$ cat config.mk
export PLATFORM = sky130hd
export DESIGN_NAME = tto_top
export DESIGN_NICKNAME = d
export VERILOG_FILES = /design/src/tto_pkg.sv /design/src/tto_preload_if.sv /design/src/tto_preload.sv /design/src/tto_top.sv
export SDC_FILE = /design/constraint.sdc
export NUM_CORES = 1
export LEC_CHECK = 0
export BUFFER_PORTS_ARGS = -buffer_cell sky130_fd_sc_hd__buf_2
export CAP_MARGIN = 20
export CORE_ASPECT_RATIO = 1.1
export CORE_MARGIN = 8
export CORE_UTILIZATION = 48
export DETAILED_ROUTE_END_ITERATION = 6
export PLACE_DENSITY = 0.78
export SKIP_LAST_GASP = 1
export SYNTH_ARGS = -nofsm -noshare
export SYNTH_HDL_FRONTEND = slang
export SYNTH_SLANG_ARGS = --single-unit
$ cat constraint.sdc
create_clock -name ref_clk_i -period 1.6 [get_ports ref_clk_i]
set_input_delay 0 -clock ref_clk_i [delete_from_list [all_inputs] [get_ports ref_clk_i]]
set_output_delay 0 -clock ref_clk_i [all_outputs]
set_load 0.02 [all_outputs]
$ cat src/tto_pkg.sv
// Constants and types for the timer trigger-output and compare-update block.
// Assumes a single timer clock domain shared by every user of this package.
// Operation
// - Select code 010 drives the trigger output from the counter update event.
// - Select code 011 pulses the trigger output on every channel 1 capture or compare hit.
// - Select code 100 passes the channel 1 compare reference to the trigger output.
// - Select code 101 passes the channel 2 compare reference to the trigger output.
// - Select code 110 passes the channel 3 compare reference to the trigger output.
// - Select code 111 passes the channel 4 compare reference to the trigger output.
// - With the DMA source bit at 1 every channel value DMA request follows the update event.
// - With the DMA source bit at 0 each DMA request follows its own channel event.
// - With preload on and update source at 1, a commutation request or trigger rise commits.
// - With preload on and update source at 0, only a commutation request commits.
// - With preload on, channel 1-3 enable, complementary enable and mode writes wait for a commit; channel 4 writes apply at once.
// - With preload off, those writes take effect at once.
package tto_pkg;

   // ****************************************************************
   // Widths
   // ****************************************************************
   localparam int unsigned NUM_CH   = 4;
   localparam int unsigned NUM_COMP = 3;
   localparam int unsigned MODE_W   = 3;
   localparam int unsigned SEL_W    = 3;
   localparam int unsigned ACT_MODE_W  = NUM_CH * MODE_W;
   localparam int unsigned PEND_MODE_W = NUM_COMP * MODE_W;
   localparam int unsigned CH4_IDX  = 3;

   // ****************************************************************
   // Reset values
   // ****************************************************************
   localparam logic [NUM_CH-1:0]      EN_RST        = 4'h0;
   localparam logic [NUM_COMP-1:0]    CEN_RST       = 3'h0;
   localparam logic [ACT_MODE_W-1:0]  MODE_RST      = 12'h000;
   localparam logic [PEND_MODE_W-1:0] PEND_MODE_RST = 9'h000;
   localparam logic [NUM_CH-1:0]      DMA_ALL       = 4'hF;
   localparam logic [NUM_CH-1:0]      DMA_NONE      = 4'h0;

   // ****************************************************************
   // Trigger output source selection
   // ****************************************************************
   typedef enum logic [SEL_W-1:0] {
      SEL_RESET  = 3'h0,
      SEL_ENABLE = 3'h1,
      SEL_UPDATE = 3'h2,
      SEL_PULSE  = 3'h3,
      SEL_REF1   = 3'h4,
      SEL_REF2   = 3'h5,
      SEL_REF3   = 3'h6,
      SEL_REF4   = 3'h7
   } tto_trig_sel_e;

endpackage : tto_pkg

$ cat src/tto_preload_if.sv
// Interface between the trigger/update control and the channel control store.
// Assumes both ends run on the same timer clock.
`timescale 1ns/1ps
interface tto_preload_if;
   logic                                 wr;
   logic [tto_pkg::NUM_CH-1:0]           wr_en;
   logic [tto_pkg::NUM_COMP-1:0]         wr_cen;
   logic [tto_pkg::ACT_MODE_W-1:0]       wr_mode;
   logic                                 preload;
   logic                                 commit;
   logic [tto_pkg::NUM_CH-1:0]           act_en;
   logic [tto_pkg::NUM_COMP-1:0]         act_cen;
   logic [tto_pkg::ACT_MODE_W-1:0]       act_mode;
   logic [tto_pkg::NUM_COMP-1:0]         pend_en;
   logic [tto_pkg::NUM_COMP-1:0]         pend_cen;
   logic [tto_pkg::PEND_MODE_W-1:0]      pend_mode;

   modport ctl (output wr, wr_en, wr_cen, wr_mode, preload, commit,
                input  act_en, act_cen, act_mode, pend_en, pend_cen, pend_mode);
   modport store (input  wr, wr_en, wr_cen, wr_mode, preload, commit,
                  output act_en, act_cen, act_mode, pend_en, pend_cen, pend_mode);
endinterface : tto_preload_if

$ cat src/tto_preload.sv
// Channel control store: pending and active enable, complementary enable and mode.
// Assumes commit is a one-cycle strobe; only channels with complementary outputs preload.
`timescale 1ns/1ps
module tto_preload (
   input  wire logic   ref_clk_i,
   input  wire logic   arst_n_i,
   tto_preload_if.store pl
);

   // ****************************************************************
   // Complementary channels: pending copy plus active copy
   // ****************************************************************
   genvar i;
   generate
      for (i = 0; i < tto_pkg::NUM_COMP; i++) begin : g_comp
         always_ff @(posedge ref_clk_i or negedge arst_n_i) begin
            if (!arst_n_i) begin
               pl.pend_en[i]                   <= 1'b0;
               pl.pend_cen[i]                  <= 1'b0;
               pl.pend_mode[i*tto_pkg::MODE_W +: tto_pkg::MODE_W] <= '0;
            end else if (pl.wr) begin
               pl.pend_en[i]                   <= pl.wr_en[i];
               pl.pend_cen[i]                  <= pl.wr_cen[i];
               pl.pend_mode[i*tto_pkg::MODE_W +: tto_pkg::MODE_W] <=
                  pl.wr_mode[i*tto_pkg::MODE_W +: tto_pkg::MODE_W];
            end
         end

         // A write in the commit cycle is committed too, so it is never stranded
         always_ff @(posedge ref_clk_i or negedge arst_n_i) begin
            if (!arst_n_i) begin
               pl.act_en[i]                    <= 1'b0;
               pl.act_cen[i]                   <= 1'b0;
               pl.act_mode[i*tto_pkg::MODE_W +: tto_pkg::MODE_W] <= '0;
            end else if (pl.wr && (!pl.preload || pl.commit)) begin
               pl.act_en[i]                    <= pl.wr_en[i];
               pl.act_cen[i]                   <= pl.wr_cen[i];
               pl.act_mode[i*tto_pkg::MODE_W +: tto_pkg::MODE_W] <=
                  pl.wr_mode[i*tto_pkg::MODE_W +: tto_pkg::MODE_W];
            end else if (pl.preload && pl.commit) begin
               pl.act_en[i]                    <= pl.pend_en[i];
               pl.act_cen[i]                   <= pl.pend_cen[i];
               pl.act_mode[i*tto_pkg::MODE_W +: tto_pkg::MODE_W] <=
                  pl.pend_mode[i*tto_pkg::MODE_W +: tto_pkg::MODE_W];
            end
         end
      end
   endgenerate

   // ****************************************************************
   // Channel 4 has no complementary output and is never preloaded
   // ****************************************************************
   always_ff @(posedge ref_clk_i or negedge arst_n_i) begin
      if (!arst_n_i) begin
         pl.act_en[tto_pkg::CH4_IDX]  <= 1'b0;
         pl.act_mode[tto_pkg::CH4_IDX*tto_pkg::MODE_W +: tto_pkg::MODE_W] <= '0;
      end else if (pl.wr) begin
         pl.act_en[tto_pkg::CH4_IDX]  <= pl.wr_en[tto_pkg::CH4_IDX];
         pl.act_mode[tto_pkg::CH4_IDX*tto_pkg::MODE_W +: tto_pkg::MODE_W] <=
            pl.wr_mode[tto_pkg::CH4_IDX*tto_pkg::MODE_W +: tto_pkg::MODE_W];
      end
   end

endmodule : tto_preload

$ cat src/tto_top.sv
// Trigger output selection, capture/compare DMA request routing and
// commit control for preloaded channel control bits.
// Assumes events, references and control bits come from logic on the
// timer clock; only the trigger input arrives from outside and is synchronised.
`timescale 1ns/1ps
module tto_top (
   input  wire logic                               ref_clk_i,
   input  wire logic                               arst_n_i,
   input  wire logic [tto_pkg::SEL_W-1:0]          trigger_select_i,
   input  wire logic                               update_event_i,
   input  wire logic [tto_pkg::NUM_CH-1:0]         channel_event_i,
   input  wire logic                               channel1_compare_reference_i,
   input  wire logic                               channel2_compare_reference_i,
   input  wire logic                               channel3_compare_reference_i,
   input  wire logic                               channel4_compare_reference_i,
   input  wire logic                               dma_source_select_i,
   input  wire logic                               update_source_select_i,
   input  wire logic                               preload_control_i,
   input  wire logic                               commutation_request_i,
   input  wire logic                               trigger_input_i,
   input  wire logic                               ctl_write_i,
   input  wire logic [tto_pkg::NUM_CH-1:0]         channel_output_enable_i,
   input  wire logic [tto_pkg::NUM_COMP-1:0]       channel_complementary_enable_i,
   input  wire logic [tto_pkg::ACT_MODE_W-1:0]     channel_output_mode_i,
   output logic                                    trigger_output_o,
   output logic [tto_pkg::NUM_CH-1:0]              dma_request_o,
   output logic [tto_pkg::NUM_CH-1:0]              channel_output_enable_o,
   output logic [tto_pkg::NUM_COMP-1:0]            channel_complementary_enable_o,
   output logic [tto_pkg::ACT_MODE_W-1:0]          channel_output_mode_o,
   output logic                                    commutation_event_o
);

   // ****************************************************************
   // Trigger input synchroniser and rising-edge detect
   // ****************************************************************
   logic trig_meta;
   logic trig_sync;
   logic trig_prev;
   logic trig_rise;

   always_ff @(posedge ref_clk_i or negedge arst_n_i) begin
      if (!arst_n_i) begin
         trig_meta <= 1'b0;
         trig_sync <= 1'b0;
         trig_prev <= 1'b0;
      end else begin
         trig_meta <= trigger_input_i;
         trig_sync <= trig_meta;
         trig_prev <= trig_sync;
      end
   end

   // Pin to commit costs three edges: two to synchronise, one to load the active bits
   assign trig_rise = trig_sync & ~trig_prev;

   // ****************************************************************
   // Trigger output selection
   // ****************************************************************
   tto_pkg::tto_trig_sel_e sel;
   logic                   next_trigger_output;

   assign sel = tto_pkg::tto_trig_sel_e'(trigger_select_i);

   // Registered so the output is glitch-free; costs one cycle of latency
   always_comb begin
      next_trigger_output = 1'b0;
      unique case (sel)
         tto_pkg::SEL_RESET:  next_trigger_output = 1'b0;
         tto_pkg::SEL_ENABLE: next_trigger_output = 1'b0;
         tto_pkg::SEL_UPDATE: next_trigger_output = update_event_i;
         tto_pkg::SEL_PULSE:  next_trigger_output = channel_event_i[0];
         tto_pkg::SEL_REF1:   next_trigger_output = channel1_compare_reference_i;
         tto_pkg::SEL_REF2:   next_trigger_output = channel2_compare_reference_i;
         tto_pkg::SEL_REF3:   next_trigger_output = channel3_compare_reference_i;
         tto_pkg::SEL_REF4:   next_trigger_output = channel4_compare_reference_i;
      endcase
   end

   always_ff @(posedge ref_clk_i or negedge arst_n_i) begin
      if (!arst_n_i) begin
         trigger_output_o <= 1'b0;
      end else begin
         trigger_output_o <= next_trigger_output;
      end
   end

   // ****************************************************************
   // Capture/compare DMA request routing
   // ****************************************************************
   // With the DMA source bit at 1 an update raises all four requests in one cycle; the DMA side orders them
   always_ff @(posedge ref_clk_i or negedge arst_n_i) begin
      if (!arst_n_i) begin
         dma_request_o <= tto_pkg::DMA_NONE;
      end else if (dma_source_select_i) begin
         dma_request_o <= update_event_i ? tto_pkg::DMA_ALL : tto_pkg::DMA_NONE;
      end else begin
         dma_request_o <= channel_event_i;
      end
   end

   // ****************************************************************
   // Commit control for preloaded channel bits
   // ****************************************************************
   tto_preload_if pl ();
   logic          commit;

   // Trigger edges only count when the update source bit allows them
   assign commit = commutation_request_i | (update_source_select_i & trig_rise);

   assign pl.wr      = ctl_write_i;
   assign pl.wr_en   = channel_output_enable_i;
   assign pl.wr_cen  = channel_complementary_enable_i;
   assign pl.wr_mode = channel_output_mode_i;
   assign pl.preload = preload_control_i;
   assign pl.commit  = commit;

   tto_preload u_store (
      .ref_clk_i (ref_clk_i),
      .arst_n_i  (arst_n_i),
      .pl        (pl.store)
   );

   // Active bits come straight from the store's flops
   assign channel_output_enable_o        = pl.act_en;
   assign channel_complementary_enable_o = pl.act_cen;
   assign channel_output_mode_o          = pl.act_mode;

   always_ff @(posedge ref_clk_i or negedge arst_n_i) begin
      if (!arst_n_i) begin
         commutation_event_o <= 1'b0;
      end else begin
         // With preload off a commit changes nothing, so it is not reported
         commutation_event_o <= commit & preload_control_i;
      end
   end
endmodule : tto_top

# == Word level (Yosys, flattened, before mapping) ==
# Cells that the tools add are included.
# totals
mem_count,0
ff_bits,43
latch_bits,0
inputBits,39
mem_bits_ro,0
word_cells,66
ramBits,0
# classes
shifts,0
n_eq_ne,7
reduce_logical,7
n_addsub,0
magnitude_cmp,0
bitwise_logic,5
muxes,21
mul,0
div_mod_pow,0
# op_table
op,count
$mux W3,6
$eq A3 B3 Y1 const B,4
$mux W1,12
$mux W4,2
$pmux W1 S7,1
$eq A3 B2 Y1 const B,2
$and A1 B1 Y1,3
$eq A3 B1 Y1 const B,1
$logic_not A3 Y1,1
$logic_and A1 B1 Y1,2
$reduce_bool A2 Y1,1
$reduce_or A2 Y1,1
$logic_not A1 Y1,1
$logic_or A1 B1 Y1,1
$not A1 Y1,1
$or A1 B1 Y1,1

# == Logic depth before layout (Yosys ltp) ==
# depth
word_depth,7
depth_mapped,4
depth_no_buf,3

# == By module ==
# Synthesis repeated with hierarchy kept, for this count alone.
# hier_totals
hier_cells,151
hier_area_um2,2059.5
# modules_own_cells
module,area_each_um2,cells_per_inst,instances,seq_area_each_um2
tto_preload,1725.4,126,1,850.8
tto_top,334.1,25,1,225.2

# == Least setup slack after synthesis ==
# OpenSTA, ideal clock, no wires.
# synth_path
path_kind,register to register
from,register trig_prev
to,register u_store.pl.act_cen[0]
setup_slack_ps,211
setup_ps,125
path_stages_with_launch,5
t_required_ps,1475
arrival_time_ps,1264
path_buffers,1
path_cell_list,dfrtp_1 nand3b_4 a31oi_4 buf_12 mux2_4
# synth_via
elab_chain_cells,7
elab_cells_between_ends,9
# synth_rtl
item,line,rtl
from (decl),tto_top.sv:38,logic trig_prev;
from (signal assigned),tto_top.sv:49,trig_prev <= trig_sync;
$not A1 Y1 *,tto_top.sv:54,assign trig_rise = trig_sync & ~trig_prev;
$and A1 B1 Y1 *,tto_top.sv:54,
$and A1 B1 Y1 *,tto_top.sv:108,assign commit = commutation_request_i | (update_source_select_i & trig_rise);
$or A1 B1 Y1 *,tto_top.sv:108,
$logic_or A1 B1 Y1,tto_preload.sv:35,end else if (pl.wr && (!pl.preload || pl.commit)) begin
$logic_and A1 B1 Y1,tto_preload.sv:35,
$mux W1 or $reduce_bool A2 Y1 (tied branches),n/a,
"to (signal, indexed assignment)",tto_preload.sv:37,pl.act_cen[i] <= pl.wr_cen[i];
"to (signal, indexed assignment)",tto_preload.sv:42,pl.act_cen[i] <= pl.pend_cen[i];
to (decl),tto_preload_if.sv:21,"output act_en, act_cen, act_mode, pend_en, pend_cen, pend_mode);"
# Mark *: on every way between the ends. The rest lies on a longest branch, timed or not.
# A chain may end at the register's enable or synchronous reset.

# == Worst setup path after layout ==
# layout_path
from,register trig_prev
to,register u_store.pl.act_mode[4]
# layout_via
elab_chain_cells,7
elab_cells_between_ends,9
# layout_rtl
item,line,rtl
$not A1 Y1 *,tto_top.sv:54,
$and A1 B1 Y1 *,tto_top.sv:54,
$and A1 B1 Y1 *,tto_top.sv:108,
$or A1 B1 Y1 *,tto_top.sv:108,
$logic_or A1 B1 Y1,tto_preload.sv:35,
$logic_and A1 B1 Y1,tto_preload.sv:35,
$mux W3 or $reduce_bool A2 Y1 (tied branches),n/a,
"to (signal, indexed assignment)",tto_preload.sv:38,pl.act_mode[i*tto_pkg::MODE_W +: tto_pkg::MODE_W] <=
"to (signal, indexed assignment)",tto_preload.sv:43,pl.act_mode[i*tto_pkg::MODE_W +: tto_pkg::MODE_W] <=
to (decl),tto_preload_if.sv:21,
# Marked as above.

==> metrics.txt <==
# TYPE chip_impl_metric gauge
chip_impl_metric{name="tightestPinTransition",unit="ns"} 0.906
chip_impl_metric{name="cts_inserted_buffers",unit=""} 5
chip_impl_metric{name="chipWidth",unit="µm"} 73.1
chip_impl_metric{name="area_after_dpl",unit="µm²"} 2080
chip_impl_metric{name="grt_max_degree",unit=""} 44
chip_impl_info{name="largest_family_of_logic_cells_by_synthesized_area",value="multiplexers"} 1
chip_impl_metric{name="clk-insertion-delay-late",unit="ns"} 0.29
chip_impl_info{name="synth_top_area_cell",value="sky130_fd_sc_hd__dfrtp_1"} 1
chip_impl_metric{name="placementRows",unit=""} 23
chip_impl_metric{name="drt_first_iter_violations",unit=""} 48
chip_impl_metric{name="core-area",unit="µm²"} 3540
chip_impl_metric{name="cts.sinks",unit=""} 43
chip_impl_metric{name="synth_enable_flop_cells",unit=""} 0
chip_impl_metric{name="final_layout_size_suffix_gt1_frac",unit=""} 0.554
chip_impl_metric{name="io_buffers",unit=""} 63
chip_impl_metric{name="synth_xor_xnor_area_share",unit=""} 0
chip_impl_metric{name="synthArstFlopShare",unit=""} 1.00
chip_impl_metric{name="initial_core_utilization",unit=""} 0.486
chip_impl_metric{name="layout.area.seq",unit="µm²"} 1080
chip_impl_metric{name="synth_area_in_compound_gates",unit=""} 0.0313
chip_impl_info{name="clock_tree.root_cell",value="sky130_fd_sc_hd__clkbuf_8"} 1
chip_impl_info{name="whs_endpoint",value="commutation_event_o"} 1
chip_impl_metric{name="finalClockSkew",unit="ns"} 0.00378
chip_impl_metric{name="slew-limit-headroom",unit=""} 0.396
chip_impl_metric{name="synth.net_count",unit=""} 138
chip_impl_metric{name="yosysWarningCount",unit=""} 0
chip_impl_info{name="cp-start-kind",value="flip-flop"} 1
chip_impl_info{name="critPathKind",value="reg -> reg"} 1
chip_impl_metric{name="area_growth_syn_to_layout",unit="%"} 46.5
chip_impl_metric{name="hpwl",unit="mm"} 2.67
chip_impl_metric{name="yosysSeqAreaShare",unit=""} 0.626
chip_impl_metric{name="syn_inst",unit=""} 99
chip_impl_metric{name="syn_area",unit="µm²"} 1720
chip_impl_metric{name="floorplan_die_height",unit="µm"} 78.8
chip_impl_metric{name="remaining_drcs",unit=""} 0
chip_impl_info{name="grt_setup_unrepaired",value="false"} 1
chip_impl_metric{name="setup_viol",unit=""} 0
chip_impl_metric{name="via_per_inst",unit=""} 4.66
chip_impl_metric{name="drt_pre_antenna_iters",unit=""} 4
chip_impl_metric{name="synth_mux_area_frac",unit=""} 0.282
chip_impl_metric{name="final.min_clock_period",unit="ns"} 1.46
chip_impl_info{name="synth_top_cells_by_count",value="43 x sky130_fd_sc_hd__dfrtp_1, 18 x sky130_fd_sc_hd__mux2_4, 17 x sky130_fd_sc_hd__mux2_2"} 1
chip_impl_info{name="min-delay-path-class",value="in -> reg"} 1
chip_impl_metric{name="detail-route-antenna-nets",unit=""} 0
chip_impl_info{name="synthTopCellsByArea",value="sky130_fd_sc_hd__dfrtp_1 63%, sky130_fd_sc_hd__mux2_4 16%, sky130_fd_sc_hd__mux2_2 11%, sky130_fd_sc_hd__buf_12 2.3%, sky130_fd_sc_hd__o21ai_0 1.5%"} 1
chip_impl_metric{name="rrSetupSlack",unit="ns"} 0.14
chip_impl_metric{name="die_outline_area",unit="µm²"} 5750
chip_impl_metric{name="clk_path_buf_depth",unit=""} 2
chip_impl_metric{name="synth.lib_cells_used.distinct",unit=""} 13
chip_impl_metric{name="antenna_cells",unit=""} 0
chip_impl_metric{name="avgRoutedWirePerCell",unit="µm"} 15.4
chip_impl_metric{name="multi_input_comb_area",unit="µm²"} 573
chip_impl_metric{name="drt-total-wl",unit="mm"} 3.88
chip_impl_metric{name="route.vias.total",unit=""} 1174
chip_impl_metric{name="peakVddDrop",unit="mV"} 0.669
chip_impl_info{name="hold_start",value="update_source_select_i"} 1
chip_impl_metric{name="n_fill_cell",unit=""} 241
chip_impl_info{name="outcome",value="completed"} 1
chip_impl_metric{name="fmax",unit="MHz"} 686
chip_impl_info{name="worst_setup_path_end_kind",value="flip-flop"} 1
chip_impl_info{name="predominant_post_synthesis_flop_cell",value="sky130_fd_sc_hd__dfrtp_1"} 1
chip_impl_metric{name="finalMaxSlewViolations",unit=""} 0
chip_impl_metric{name="synth_simple_gate_area_frac",unit=""} 0.0204
chip_impl_metric{name="synth_fa_ha_area_frac",unit=""} 0
chip_impl_metric{name="grt_antenna_before_repair",unit=""} 0
chip_impl_metric{name="yosysTopAreaCellShare",unit=""} 0.626
chip_impl_metric{name="cts.htree.levels",unit=""} 2
chip_impl_info{name="count_leader_synth",value="sky130_fd_sc_hd__dfrtp_1"} 1
chip_impl_metric{name="p_leak",unit="nW"} 1.26
chip_impl_metric{name="worst_hold_path.num_cells",unit=""} 3
chip_impl_info{name="rr_endpoint",value="u_store.pl.act_mode[4]"} 1
chip_impl_metric{name="design.final.nets",unit=""} 240
chip_impl_metric{name="layout_worst_path_cycle_share",unit=""} 0.912
chip_impl_metric{name="io_pins",unit=""} 64
chip_impl_metric{name="timing.max_cap.violations",unit=""} 0
chip_impl_metric{name="timing.final.hold_violations",unit=""} 0
chip_impl_info{name="cp_cell_sequence",value="nand3b_4, a31oi_4, buf_12, mux2_4"} 1
chip_impl_info{name="cell_with_the_largest_stage_delay_on_the_worst_path",value="sky130_fd_sc_hd__dfrtp_1"} 1
chip_impl_metric{name="finalInstanceArea",unit="µm²"} 2520
chip_impl_metric{name="clk_transition_reported_paths",unit="ns"} 0.07
chip_impl_metric{name="grt_pass1_vias",unit=""} 1318
chip_impl_metric{name="crit_fanout",unit=""} 10
chip_impl_metric{name="gpl.final_weighted_congestion",unit=""} 0.713
chip_impl_metric{name="synth.avg_cell_area",unit="µm²"} 17.4
chip_impl_info{name="tritoncts",value="done"} 1
chip_impl_metric{name="cp_data_arrival_time",unit="ns"} 1.63
chip_impl_info{name="critical_r2r_launch",value="trig_prev"} 1
chip_impl_metric{name="critical_path.max_stage_delay",unit="ns"} 0.36
chip_impl_metric{name="number_of_flip_flops_and_latches_in_the_synthesized_netlist",unit=""} 43
chip_impl_metric{name="global_routing_usage_summed_across_all_routing_layers",unit=""} 0.145
chip_impl_metric{name="power_density",unit="nW/µm²"} 1070
chip_impl_metric{name="rr_worst_depth",unit=""} 4
chip_impl_metric{name="grt.overflow.total",unit=""} 0
chip_impl_metric{name="setup-tns-final",unit="ns"} 0
chip_impl_metric{name="crit_required",unit="ns"} 1.77
chip_impl_metric{name="first_pass_grt_wire_length",unit="mm"} 6.44
[logic make-up (layout without fill, tap and decap cells)]
logic type,after synthesis,after routing
buffers and inverters,8,111
multiplexers,36,36
AND/OR/NAND/NOR,5,5
AO/OA/AOI/OAI,7,7
flip-flops,43,43
[layer usage]
metal	routed length, µm	vias to the layer above	track usage
met1	1500	573	0.165
met4	70	0	0.0581
met3	319	8	0.0617
met2	1990	50	0.234
li1	-	543	-
met5	0	-	0
[state kept, by name, summed over array words and instances, names as in the netlist, 3 cells and up]
| signal | flops |
|---|---|
| dma_request_o | 4 |
| u_store.pl.act_cen | 3 |
| u_store.pl.act_en | 4 |
| u_store.pl.act_mode | 12 |
| u_store.pl.pend_cen | 3 |
| u_store.pl.pend_en | 3 |
| u_store.pl.pend_mode | 9 |
[metrics by stage]
| stage | total power, mW | instances | hold WS [ns] | worst slack (ns) | util |
|---|---|---|---|---|---|
| 6_report | 2.70 | 252 | 0.0243 | 0.141 | 0.712 |
| 5_1_grt | 2.83 | 252 | 0.0216 | 0.0843 | 0.712 |
| 4_1_cts | 2.74 | 252 | 0.0213 | 0.132 | 0.712 |
| 3_5_place_dp | 1.81 | 212 | 0.113 | 0.139 | 0.588 |
| 3_3_place_gp | 1.79 | 212 | 0.111 | 0.169 | 0.588 |
| 2_1_floorplan | 1.61 | 99 | -0.296 | 0.211 | - |
[power by group]
part	switching [mW]	total (mW)	internal, mW
clock network	0.346	0.851	0.505
registers	0.0582	1.27	1.21
logic	0.274	0.583	0.308
total	0.679	2.70	2.03
[cells in the final DEF, fill, tap and decap left out]
cell	n
sky130_fd_sc_hd__dlygate4sd3_1	32
sky130_fd_sc_hd__buf_4	2
sky130_fd_sc_hd__nand3b_4	1
sky130_fd_sc_hd__o21ai_0	5
sky130_fd_sc_hd__clkbuf_8	6
sky130_fd_sc_hd__dfrtp_1	43
sky130_fd_sc_hd__inv_1	5
sky130_fd_sc_hd__buf_2	63
sky130_fd_sc_hd__mux4_2	1
sky130_fd_sc_hd__nor2_1	1
sky130_fd_sc_hd__mux2_4	18
sky130_fd_sc_hd__a31oi_4	1
sky130_fd_sc_hd__mux2_2	17
sky130_fd_sc_hd__nand2_1	3
sky130_fd_sc_hd__buf_12	1
sky130_fd_sc_hd__clkinv_2	1
sky130_fd_sc_hd__bufinv_16	1
sky130_fd_sc_hd__a21boi_0	1
[worst max-delay path, delay by kind of cell (launching register included)]
kind / cells / cell delay [ns]
AO/OA/AOI/OAI: 1 / 0.33
buffers and inverters: 1 / 0.19
AND/OR/NAND/NOR: 1 / 0.16
multiplexers: 1 / 0.30
flip-flops: 1 / 0.36
[worst max path at each step]
stage	cells after the start	slack (ns)	start	to
after detailed placement	4	0.14	trig_prev	u_store.pl.act_mode[0]
after CTS	4	0.13	trig_prev	u_store.pl.act_mode[4]
after global routing	4	0.08	trig_prev	u_store.pl.act_mode[4]
after global placement	4	0.17	trig_prev	u_store.pl.act_mode[2]
final	4	0.14	trig_prev	u_store.pl.act_mode[4]
after floorplan	4	0.21	trig_prev	u_store.pl.act_cen[0]
[cell type report]
type                            count  share of cell area
Clock inverter                      2              0.0139
Tap cell                           50              0.0248
Multi-Input combinational cell     48               0.228
Inverter                            5             0.00745
Timing Repair Buffer               98               0.266
Clock buffer                        6              0.0328
Sequential cell                    43               0.427
[timing repair]
action	CTS	global route
hold endpoints to repair	69	0
hold buffers	32	0
gates resized for setup	0	0
buffers inserted	0	0
No activity file was read; power rests on OpenSTA's default activity.
